### src/issmc_defs.vh
// Constants shared by the two-wire serial port logic
`ifndef ISSMC_DEFS_VH
`define ISSMC_DEFS_VH
`define ISSMC_PH_IDLE    3'h0
`define ISSMC_PH_ADDR    3'h1
`define ISSMC_PH_ADDR2   3'h2
`define ISSMC_PH_RX      3'h3
`define ISSMC_PH_TX      3'h4
`define ISSMC_PH_SKIP    3'h5
`define ISSMC_BIT_LAST   4'h8
`define ISSMC_BIT_ACK    4'h9
`define ISSMC_GC_ADDR    8'h00
`define ISSMC_TEN_PREFIX 5'h1E
`define ISSMC_RST_ADDR   8'h00
`define ISSMC_RST_CKP    1'b1
`define ISSMC_MST_OP_CYC 8'h10
`endif

### src/issmc_top.v
// Two-wire serial port: slave stretching, general call, master event control, receive FIFO
`timescale 1ns/1ps
`include "issmc_defs.vh"

// Small synchronous FIFO with valid/ready on both sides
module issmc_fifo #(
    parameter WIDTH = 8,
    parameter DEPTH = 8,
    parameter AW    = 3
) (
    input  wire             clk,
    input  wire             rst_n,
    input  wire             clr,
    input  wire             in_valid,
    output wire             in_ready,
    input  wire [WIDTH-1:0] in_data,
    output wire             out_valid,
    input  wire             out_ready,
    output wire [WIDTH-1:0] out_data
);
    reg [WIDTH-1:0] mem [0:DEPTH-1];
    reg [AW-1:0]    wr_ptr_reg;
    reg [AW-1:0]    rd_ptr_reg;
    reg [AW:0]      count_reg;
    wire            push;
    wire            pop;

    // Honest full and empty come straight from the fill count
    assign in_ready  = (count_reg != DEPTH[AW:0]);
    assign out_valid = (count_reg != {(AW+1){1'b0}});
    assign out_data  = mem[rd_ptr_reg];
    assign push      = in_valid & in_ready;
    assign pop       = out_valid & out_ready;

    // Pointers wrap at DEPTH so non power-of-two depths also work
    always @(posedge clk or negedge rst_n) begin
        if (!rst_n) begin
            wr_ptr_reg <= {AW{1'b0}};
            rd_ptr_reg <= {AW{1'b0}};
            count_reg  <= {(AW+1){1'b0}};
        end else if (clr) begin
            wr_ptr_reg <= {AW{1'b0}};
            rd_ptr_reg <= {AW{1'b0}};
            count_reg  <= {(AW+1){1'b0}};
        end else begin
            if (push)
                wr_ptr_reg <= (wr_ptr_reg == DEPTH[AW-1:0] - 1'b1) ? {AW{1'b0}}
                                                                    : wr_ptr_reg + 1'b1;
            if (pop)
                rd_ptr_reg <= (rd_ptr_reg == DEPTH[AW-1:0] - 1'b1) ? {AW{1'b0}}
                                                                    : rd_ptr_reg + 1'b1;
            if (push & ~pop)
                count_reg <= count_reg + 1'b1;
            else if (pop & ~push)
                count_reg <= count_reg - 1'b1;
        end
    end

    // Storage has no reset; only written words are ever read
    always @(posedge clk) begin
        if (push)
            mem[wr_ptr_reg] <= in_data;
    end
endmodule // issmc_fifo

// Operation
// - Slave transmit stretches the clock automatically in 7- and 10-bit modes.
// - With stretch enable set, hold the clock after each received data byte.
// - 7-bit receive: buffer full at ninth falling edge clears clock release.
// - Clock release zero keeps the clock low until software sets it.
// - Buffer read before ninth falling edge leaves clock release set.
// - Software may set clock release regardless of buffer full.
// - 10-bit address bytes stretch via update-address; own-address write releases.
// - Update-address set after high address byte with write and after low byte.
// - Buffer-full stretching applies to data bytes only, never address bytes.
// - 7-bit transmit: empty buffer at ninth falling edge clears clock release.
// - Transmit buffer loaded before ninth falling edge: no clock stretch.
// - 10-bit transmit: third address byte with read enters transmit, no update-address.
// - Clock hold starts only after the clock is sampled low.
// - Clock hold lasts until release is set; others then free the line.
// - General call enable also matches the all-zero address.
// - General call loads the buffer, sets full, flags on ninth falling edge.
// - 10-bit general call skips second address byte and update-address.
// - Start and stop seen bits clear on reset and port disable.
// - Master mode refuses queued requests; early buffer write sets write collision.
// - Master mode flags start, stop, repeated start, bytes and acknowledges.
// - Master mode accepts six operations: start, restart, write, receive, ack, stop.
// - Stretch enable one: stretch both directions; zero: transmit only.
// - Sample bits on rising clock, compare address at eighth falling edge.
module issmc_top #(
    parameter FIFO_DEPTH = 8,
    parameter FIFO_AW    = 3
) (
    input  wire       CORE_CLK,
    input  wire       RESETN,
    input  wire       SCL_IN,
    output wire       SCL_OUT,
    output wire       SCL_OE,
    input  wire       SDA_IN,
    output wire       SDA_OUT,
    output wire       SDA_OE,
    input  wire       PORT_ENABLE,
    input  wire       MASTER_MODE,
    input  wire       TEN_BIT_MODE,
    input  wire       STRETCH_ENABLE,
    input  wire       GENERAL_CALL_ENABLE,
    input  wire       OWN_ADDRESS_WR,
    input  wire [7:0] OWN_ADDRESS_DATA,
    output wire [7:0] OWN_ADDRESS,
    input  wire       CLOCK_RELEASE_WR,
    input  wire       CLOCK_RELEASE_DATA,
    output wire       CLOCK_RELEASE,
    output wire [7:0] RX_DATA,
    output wire       RX_VALID,
    input  wire       RX_READY,
    input  wire       TX_WRITE,
    input  wire [7:0] TX_DATA,
    output wire       TX_READY,
    output wire       BUFFER_FULL,
    output wire       UPDATE_ADDRESS_FLAG,
    output wire       READ_WRITE,
    output wire       START_SEEN,
    output wire       STOP_SEEN,
    output wire       PORT_IRQ_FLAG,
    input  wire       IRQ_CLEAR,
    output wire       WRITE_COLLISION,
    input  wire       WRITE_COLLISION_CLEAR,
    output wire       RECEIVE_OVERFLOW,
    input  wire       OVERFLOW_CLEAR,
    input  wire       MST_START_REQ,
    input  wire       MST_RSTART_REQ,
    input  wire       MST_RECV_REQ,
    input  wire       MST_ACK_REQ,
    input  wire       MST_STOP_REQ,
    output wire       MST_BUSY
);
    reg        scl_meta_reg, scl_sync_reg, scl_prev_reg;
    reg        sda_meta_reg, sda_sync_reg, sda_prev_reg;
    reg [2:0]  phase_reg;
    reg [3:0]  cnt_reg;
    reg [7:0]  shift_register;
    reg [7:0]  tx_shift_reg;
    reg [7:0]  own_address_reg;
    reg [7:0]  serial_buffer_reg;
    reg        tx_full_reg, tx_need_reg, clock_release_reg;
    reg        update_address_flag_reg, ua_hold_reg, addr_seq_reg;
    reg        scl_drive_reg, sda_drive_reg, rw_reg, ten_hi_reg;
    reg        irq_reg, write_collision_reg, ovf_reg, start_seen_reg, stop_seen_reg;
    reg        mst_busy_reg;
    reg [7:0]  mst_cnt_reg;
    wire       slave_on, master_on, scl_rise, scl_fall, start_det, stop_det;
    wire       fall8, fall9, gc_hit, own_hit, hit1, hit2, room, ack_now;
    wire       fifo_ready, rx_nonempty, ten_hi_byte, hold;
    wire       mst_req, mst_take, tx_accept, write_collision_set, irq_set, mst_done;

    // Address field compare on bits seven down to one
    function addr7_eq;
        input [7:0] a;
        input [7:0] b;
        begin
            addr7_eq = (a[7:1] == b[7:1]);
        end
    endfunction

    // Pins cross into the core clock through two flops before any use
    always @(posedge CORE_CLK or negedge RESETN) begin
        if (!RESETN) begin
            {scl_meta_reg, scl_sync_reg, scl_prev_reg} <= 3'h7;
            {sda_meta_reg, sda_sync_reg, sda_prev_reg} <= 3'h7;
        end else begin
            scl_meta_reg <= SCL_IN;
            scl_sync_reg <= scl_meta_reg;
            scl_prev_reg <= scl_sync_reg;
            sda_meta_reg <= SDA_IN;
            sda_sync_reg <= sda_meta_reg;
            sda_prev_reg <= sda_sync_reg;
        end
    end

    // Bus events seen on the synchronised lines
    assign slave_on  = PORT_ENABLE & ~MASTER_MODE;
    assign master_on = PORT_ENABLE & MASTER_MODE;
    assign scl_rise  = scl_sync_reg & ~scl_prev_reg;
    assign scl_fall  = ~scl_sync_reg & scl_prev_reg;
    assign start_det = scl_sync_reg & scl_prev_reg & sda_prev_reg & ~sda_sync_reg;
    assign stop_det  = scl_sync_reg & scl_prev_reg & ~sda_prev_reg & sda_sync_reg;
    assign fall8     = slave_on & scl_fall & (cnt_reg == `ISSMC_BIT_LAST);
    assign fall9     = slave_on & scl_fall & (cnt_reg == `ISSMC_BIT_ACK);

    // Address decisions; a read after the low byte matched means 10-bit transmit
    assign gc_hit      = GENERAL_CALL_ENABLE & (shift_register == `ISSMC_GC_ADDR);
    assign ten_hi_byte = TEN_BIT_MODE & (shift_register[7:3] == `ISSMC_TEN_PREFIX);
    assign own_hit     = addr7_eq(shift_register, own_address_reg);
    assign hit1 = gc_hit | (own_hit & (~TEN_BIT_MODE | (ten_hi_byte &
                  (~shift_register[0] | ten_hi_reg))));
    assign hit2 = (shift_register == own_address_reg);
    assign room = fifo_ready & ~ovf_reg;
    assign ack_now = fall8 & room & ((phase_reg == `ISSMC_PH_ADDR)  ? hit1 :
                                     (phase_reg == `ISSMC_PH_ADDR2) ? hit2 :
                                     (phase_reg == `ISSMC_PH_RX));

    // Received bytes queue here; a full queue withholds the acknowledge
    issmc_fifo #(
        .WIDTH (8),
        .DEPTH (FIFO_DEPTH),
        .AW    (FIFO_AW)
    ) u_rx_fifo (
        .clk       (CORE_CLK),
        .rst_n     (RESETN),
        .clr       (~PORT_ENABLE),
        .in_valid  (ack_now),
        .in_ready  (fifo_ready),
        .in_data   (shift_register),
        .out_valid (rx_nonempty),
        .out_ready (RX_READY),
        .out_data  (RX_DATA)
    );

    // Master side: one operation at a time, nothing is queued
    assign mst_req   = MST_START_REQ | MST_RSTART_REQ | MST_RECV_REQ |
                       MST_ACK_REQ | MST_STOP_REQ;
    assign mst_take  = master_on & ~mst_busy_reg & (mst_req | TX_WRITE);
    assign write_collision_set  = master_on & mst_busy_reg & TX_WRITE;
    assign tx_accept = TX_WRITE & ~write_collision_set;
    assign mst_done  = mst_busy_reg & (mst_cnt_reg == 8'h01);
    assign irq_set   = mst_done | (fall9 & (phase_reg != `ISSMC_PH_SKIP) &
                       (phase_reg != `ISSMC_PH_IDLE));

    // Operation timer stands in for the omitted line sequencing
    always @(posedge CORE_CLK or negedge RESETN) begin
        if (!RESETN) begin
            mst_busy_reg <= 1'b0;
            mst_cnt_reg  <= 8'h00;
        end else if (!master_on) begin
            mst_busy_reg <= 1'b0;
            mst_cnt_reg  <= 8'h00;
        end else if (mst_take) begin
            mst_busy_reg <= 1'b1;
            mst_cnt_reg  <= `ISSMC_MST_OP_CYC;
        end else if (mst_busy_reg) begin
            mst_busy_reg <= ~mst_done;
            mst_cnt_reg  <= mst_cnt_reg - 8'h01;
        end
    end

    // Sticky flags: a hardware set in the clearing cycle wins
    always @(posedge CORE_CLK or negedge RESETN) begin
        if (!RESETN) begin
            irq_reg        <= 1'b0;
            write_collision_reg       <= 1'b0;
            ovf_reg        <= 1'b0;
            start_seen_reg <= 1'b0;
            stop_seen_reg  <= 1'b0;
        end else if (!PORT_ENABLE) begin
            irq_reg        <= 1'b0;
            write_collision_reg       <= 1'b0;
            ovf_reg        <= 1'b0;
            start_seen_reg <= 1'b0;
            stop_seen_reg  <= 1'b0;
        end else begin
            irq_reg  <= irq_set | (irq_reg & ~IRQ_CLEAR);
            write_collision_reg <= write_collision_set | (write_collision_reg & ~WRITE_COLLISION_CLEAR);
            ovf_reg  <= (fall8 & (phase_reg == `ISSMC_PH_RX) & ~room) |
                        (ovf_reg & ~OVERFLOW_CLEAR);
            if (start_det) begin
                start_seen_reg <= 1'b1;
                stop_seen_reg  <= 1'b0;
            end else if (stop_det) begin
                start_seen_reg <= 1'b0;
                stop_seen_reg  <= 1'b1;
            end
        end
    end

    // Slave byte engine: bit count, shifting, address phases, acknowledge
    always @(posedge CORE_CLK or negedge RESETN) begin
        if (!RESETN) begin
            phase_reg      <= `ISSMC_PH_IDLE;
            cnt_reg        <= 4'h0;
            shift_register <= 8'h00;
            tx_shift_reg   <= 8'h00;
            sda_drive_reg  <= 1'b0;
            rw_reg         <= 1'b0;
            ten_hi_reg     <= 1'b0;
            addr_seq_reg   <= 1'b0;
            tx_need_reg    <= 1'b0;
        end else if (!slave_on || stop_det) begin
            phase_reg     <= `ISSMC_PH_IDLE;
            cnt_reg       <= 4'h0;
            sda_drive_reg <= 1'b0;
            tx_need_reg   <= 1'b0;
            if (!slave_on)
                ten_hi_reg <= 1'b0;
        end else if (start_det) begin
            phase_reg     <= `ISSMC_PH_ADDR;
            cnt_reg       <= 4'h0;
            sda_drive_reg <= 1'b0;
            tx_need_reg   <= 1'b0;
        end else if (phase_reg != `ISSMC_PH_IDLE) begin
            if (scl_rise && cnt_reg != `ISSMC_BIT_ACK) begin
                cnt_reg <= cnt_reg + 4'h1;
                if (cnt_reg != `ISSMC_BIT_LAST)
                    shift_register <= {shift_register[6:0], sda_sync_reg};
                else if (phase_reg == `ISSMC_PH_TX && sda_sync_reg)
                    phase_reg <= `ISSMC_PH_IDLE; // Master refused: byte stream ends
            end
            if (fall8) begin
                sda_drive_reg <= ack_now;
                addr_seq_reg  <= (phase_reg == `ISSMC_PH_ADDR) |
                                 (phase_reg == `ISSMC_PH_ADDR2);
                case (phase_reg)
                    `ISSMC_PH_ADDR: begin
                        rw_reg <= shift_register[0];
                        if (!ack_now)
                            phase_reg <= `ISSMC_PH_SKIP;
                        else if (gc_hit)
                            phase_reg <= `ISSMC_PH_RX;
                        else if (shift_register[0])
                            phase_reg <= `ISSMC_PH_TX;
                        else if (TEN_BIT_MODE) begin
                            phase_reg  <= `ISSMC_PH_ADDR2;
                            ten_hi_reg <= 1'b0;
                        end else
                            phase_reg <= `ISSMC_PH_RX;
                    end
                    `ISSMC_PH_ADDR2: begin
                        phase_reg  <= ack_now ? `ISSMC_PH_RX : `ISSMC_PH_SKIP;
                        ten_hi_reg <= ack_now;
                    end
                    `ISSMC_PH_TX: begin
                        sda_drive_reg <= 1'b0; // Master owns the acknowledge bit
                    end
                    default: begin
                        sda_drive_reg <= ack_now;
                    end
                endcase
            end else if (fall9) begin
                cnt_reg       <= 4'h0;
                sda_drive_reg <= 1'b0;
                tx_need_reg   <= (phase_reg == `ISSMC_PH_TX);
            end else if (phase_reg == `ISSMC_PH_TX && scl_fall &&
                         cnt_reg != 4'h0 && cnt_reg != `ISSMC_BIT_ACK) begin
                tx_shift_reg  <= {tx_shift_reg[6:0], 1'b0};
                sda_drive_reg <= ~tx_shift_reg[6];
            end else if (tx_need_reg && tx_full_reg) begin
                tx_shift_reg  <= serial_buffer_reg;
                sda_drive_reg <= ~serial_buffer_reg[7];
                tx_need_reg   <= 1'b0;
            end
        end
    end

    // Clock release, update-address, transmit buffer and the clock hold
    assign hold = ~clock_release_reg | ua_hold_reg;
    always @(posedge CORE_CLK or negedge RESETN) begin
        if (!RESETN) begin
            clock_release_reg       <= `ISSMC_RST_CKP;
            update_address_flag_reg <= 1'b0;
            ua_hold_reg             <= 1'b0;
            own_address_reg         <= `ISSMC_RST_ADDR;
            serial_buffer_reg       <= 8'h00;
            tx_full_reg             <= 1'b0;
            scl_drive_reg           <= 1'b0;
        end else begin
            if (OWN_ADDRESS_WR)
                own_address_reg <= OWN_ADDRESS_DATA;
            if (tx_accept)
                serial_buffer_reg <= TX_DATA;
            if (tx_accept)
                tx_full_reg <= 1'b1;
            else if (tx_need_reg && tx_full_reg && phase_reg == `ISSMC_PH_TX)
                tx_full_reg <= 1'b0;
            if (!slave_on) begin
                clock_release_reg       <= `ISSMC_RST_CKP;
                update_address_flag_reg <= 1'b0;
                ua_hold_reg             <= 1'b0;
                tx_full_reg             <= 1'b0;
            end else begin
                // Update-address: hardware set wins over the address write
                if (fall8 && ack_now && !gc_hit && TEN_BIT_MODE &&
                    (phase_reg == `ISSMC_PH_ADDR2 ||
                     (phase_reg == `ISSMC_PH_ADDR && !shift_register[0])))
                    update_address_flag_reg <= 1'b1;
                else if (OWN_ADDRESS_WR)
                    update_address_flag_reg <= 1'b0;
                // Address bytes hold the clock without touching clock release
                if (fall9 && addr_seq_reg && update_address_flag_reg)
                    ua_hold_reg <= 1'b1;
                else if (OWN_ADDRESS_WR)
                    ua_hold_reg <= 1'b0;
                // Software write wins so a release is never lost
                if (CLOCK_RELEASE_WR)
                    clock_release_reg <= CLOCK_RELEASE_DATA;
                else if (fall9 && phase_reg == `ISSMC_PH_TX && !tx_full_reg)
                    clock_release_reg <= 1'b0;
                else if (fall9 && phase_reg == `ISSMC_PH_RX && !addr_seq_reg &&
                         STRETCH_ENABLE && rx_nonempty)
                    clock_release_reg <= 1'b0;
            end
            // Pull low only once the line is already low; let go on release
            if (!hold || !slave_on)
                scl_drive_reg <= 1'b0;
            else if (!scl_sync_reg)
                scl_drive_reg <= 1'b1;
        end
    end

    // Open-drain pins only ever drive low
    assign SCL_OUT             = 1'b0;
    assign SCL_OE              = scl_drive_reg;
    assign SDA_OUT             = 1'b0;
    assign SDA_OE              = sda_drive_reg;
    assign OWN_ADDRESS         = own_address_reg;
    assign CLOCK_RELEASE       = clock_release_reg;
    assign RX_VALID            = rx_nonempty;
    assign TX_READY            = ~(master_on & mst_busy_reg);
    assign BUFFER_FULL         = (phase_reg == `ISSMC_PH_TX) ? tx_full_reg : rx_nonempty;
    assign UPDATE_ADDRESS_FLAG = update_address_flag_reg;
    assign READ_WRITE          = rw_reg;
    assign START_SEEN          = start_seen_reg;
    assign STOP_SEEN           = stop_seen_reg;
    assign PORT_IRQ_FLAG       = irq_reg;
    assign WRITE_COLLISION     = write_collision_reg;
    assign RECEIVE_OVERFLOW    = ovf_reg;
    assign MST_BUSY            = mst_busy_reg;
endmodule // issmc_top

### config.mk
export PLATFORM = sky130hd
export DESIGN_NAME = issmc_top
export DESIGN_NICKNAME = d
export VERILOG_FILES = /design/src/issmc_top.v
export VERILOG_INCLUDE_DIRS = /design/src /design/src/src
export SDC_FILE = /design/constraint.sdc
export NUM_CORES = 1
export LEC_CHECK = 0
export BUFFER_PORTS_ARGS = -buffer_cell sky130_fd_sc_hd__buf_2
export CORE_ASPECT_RATIO = 0.6
export CORE_UTILIZATION = 25
export DETAILED_ROUTE_END_ITERATION = 10
export PLACE_DENSITY = 0.37
export SYNTH_ARGS = -nofsm -noshare
export SYNTH_HDL_FRONTEND = slang
export SYNTH_SLANG_ARGS = --single-unit
export TNS_END_PERCENT = 50
### constraint.sdc
create_clock -name CORE_CLK -period 3.8 [get_ports CORE_CLK]
set_clock_uncertainty 0.05 [all_clocks]
set_input_delay 0.57 -clock CORE_CLK [delete_from_list [all_inputs] [get_ports CORE_CLK]]
set_output_delay 0.57 -clock CORE_CLK [all_outputs]
set_load 0.02 [all_outputs]
==> results.json <==
{
  "largest_register_ffs": 64,
  "cpMostUsedCell": "nand2_1",
  "place_hpwl_um": 12660,
  "gp_congestion": 0.7694,
  "grt_overflow": 0,
  "yosys-top-cells-count": "dfrtp_1 (71), edfxtp_1 (64), nand2_1 (42)",
  "crit_type": "flop to flop",
  "postCtsSetupRepairBufs": 0,
  "drive_gt1_share_pct": 29.57,
  "critPathLaunchType": "flop",
  "min_period_ns": 3.317,
  "antenna_left": 0,
  "worst_pin_slew_ns": 1.008,
  "synthFlopType": "dfrtp_1",
  "max_freq_ghz": 0.3015,
  "status": "completed",
  "synth-seq-area-share_pct": 57.94,
  "grt_pass1_wl_um": 28320,
  "ys_seq_elements": 142,
  "ir_drop_mv": 0.3053,
  "synth_cell_types": 70,
  "netlist_top_cells_area": "edfxtp_1 (29%), dfrtp_1 (27%), mux2_2 (5.7%), mux4_2 (5.4%), dfstp_2 (2.7%)",
  "routedWlPerCell_um": 18.05,
  "max-cap-violations": 0,
  "fin_hold_ws_ns": 0.1872,
  "slew_viol_final": 0,
  "avgSynthCellArea_um2": 12.57,
  "grt_max_degree": 70,
  "synthMuxAreaShare_pct": 12.62,
  "power_density_mw_per_mm2": 452.4,
  "synth_top_area_cell": "edfxtp_1",
  "drt-total-wl_um": 17710,
  "holdBufCountCts": 0,
  "synth-xor-area-share_pct": 1.307,
  "core_region_area_mm2": 0.02579,
  "cpPeakStageDelay_ns": 0.53,
  "synth_warnings": 0,
  "synth_top_family_by_area": "simple AND/OR/NAND/NOR gates",
  "antenna_found_initial": 0,
  "fin_nets": 668,
  "cts_root_buffer": "clkbuf_16",
  "synth-adder-area-share_pct": 2.353,
  "htreeDepth": 4,
  "synth-simple-area-share_pct": 14.62,
  "drt_iter0_drc": 249,
  "regMostFlops": "u_rx_fifo.mem",
  "path_cells": "nor4_1, a41o_1, o31a_1, a22oi_1, nor3_2, nand2_1, ha_1, nand3_1, nand2_1, nor3_1, o31ai_1, o21ai_0, a211o_1",
  "cts.sinks": 142,
  "yosysTopAreaCellShare_pct": 28.68,
  "first_pass_iters": 4,
  "endpoint_kind": "flop",
  "slowest_stage": "dfrtp_1",
  "antenna_cells": 0,
  "worst-path-buf-inv": 0,
  "power_mw": 3.656,
  "synth_compound_area_share_pct": 8.308,
  "finalCritPeriodShare_pct": 87.28,
  "ios": 70,
  "cts_resized": 0,
  "die_height_um": 128.8,
  "drcViolationCount": 0,
  "hold_violations": 0,
  "fp.dieW_um": 213.4,
  "synth_edf_count": 64,
  "clockBufferDepth": 2,
  "setup_violations": 0,
  "crit_required_ns": 4.06,
  "fin_util_pct": 31.33,
  "cp_max_fo": 13,
  "path_clk_slew_ns": 0.06,
  "rows": 45,
  "vias": 4566,
  "cpLargestDelayFamily": "compound AO/OA/AOI/OAI gates",
  "first_global_vias": 4801,
  "arrival_ns": 3.58,
  "p_leak_nw": 3.178,
  "grt_usage_pct": 14.06,
  "postSynthCellCount": 533,
  "ys_async_sr_fraction_pct": 54.93,
  "portBuffers": 67,
  "rsz0062_at_grt": "no",
  "place_ws_ns": 0.4800,
  "clk_latency_ns": 0.43,
  "syn_area_mm2": 0.006701,
  "hold_path_class": "input pin to flop",
  "initial_utilization_pct": 25.99,
  "synthToLayoutAreaGrowth_pct": 20.58,
  "cts_tree": "done",
  "dieArea_mm2": 0.02749,
  "synth_most_common_cell": "dfrtp_1",
  "slew_headroom_pct": 32.81,
  "finalSetupTns_ns": 0,
  "final.setup.worst_slack_ns": 0.4832,
  "via_per_inst": 4.654,
  "cts_made_buffers": 17
}
-- report_power, final --
| group | switching (mW) | internal (mW) | leakage (nW) |
|---|---|---|---|
| Combinational | 0.216 | 0.151 | 1.34 |
| Sequential | 0.0538 | 1.64 | 1.56 |
| Clock | 0.646 | 0.948 | 0.273 |
-- final timing paths --
check / slack [ns] / cells past startpoint / to / startpoint
max: 0.48 / 13 / u_rx_fifo.count_reg[3]$_DFFE_PN0P_ / shift_register[3]$_DFFE_PN0P_
min: 0.19 / 1 / sda_meta_reg$_DFF_PN1_ / SDA_IN
max reg2reg: 0.48 / 13 / u_rx_fifo.count_reg[3]$_DFFE_PN0P_ / shift_register[3]$_DFFE_PN0P_
min reg2reg: 0.31 / 0 / sda_sync_reg$_DFF_PN1_ / sda_meta_reg$_DFF_PN1_
max in group asynchronous: 2.70 / 2 / serial_buffer_reg[2]$_DFFE_PN0P_ / RESETN
min in group asynchronous: 0.24 / 1 / START_SEEN$_DFFE_PN0P_ / RESETN
-- cell families (layout without fill, tap and decap cells) --
| logic type | after synthesis | after routing |
|---|---|---|
| multiplexers | 60 | 60 |
| buffers and inverters | 42 | 137 |
| AND/OR/NAND/NOR | 178 | 178 |
| other | 1 | 2 |
| AO/OA/AOI/OAI | 88 | 88 |
| XOR/XNOR | 10 | 10 |
| adder cells (fa/ha/maj) | 12 | 12 |
| flip-flops | 142 | 142 |
-- worst register-to-register path: stages, from the launching register on --
cell and delay (ns):
dfrtp_1 0.53, nor4_1 0.40, a41o_1 0.32, o31a_1 0.23
a22oi_1 0.16, nor3_2 0.24, nand2_1 0.11, ha_1 0.35
nand3_1 0.11, nand2_1 0.13, nor3_1 0.06, o31ai_1 0.09
o21ai_0 0.12, a211o_1 0.30
-- cell usage in the layout (no fill, tap or decap), types with 16 or more instances in the layout --
cell type and n:
inv_1 18, dfrtp_1 71, clkbuf_16 17, buf_2 66
nand2_1 42, o21ai_0 24, nor2_1 35, buf_4 23
a21oi_1 25, edfxtp_1 64, mux4_2 16, mux2_2 34
-- routing by layer --
layer / track usage, % / part of all wire, %
met5: 0 / 0
met2: 18.70 / 39
met4: 4.622 / 1.6
met1: 21.73 / 54
met3: 3.466 / 5.5
-- metrics by stage --
step	cell area, um^2	cells
final	8080	981
after global routing	8080	981
after CTS	8080	981
after detailed placement	7528	951
after global placement	7528	951
after floorplan	6705	534
-- layout make-up --
type | instances | area, um^2
Clock buffer | 17 | 425.4
Clock inverter | 13 | 126.4
Fill cell | 2659 | 17710
Inverter | 18 | 67.56
Multi-Input combinational cell | 350 | 2635
Sequential cell | 142 | 3882
Tap cell | 352 | 440.4
Timing Repair Buffer | 89 | 503.0
Note: power is estimated with default switching activity, not from simulation.
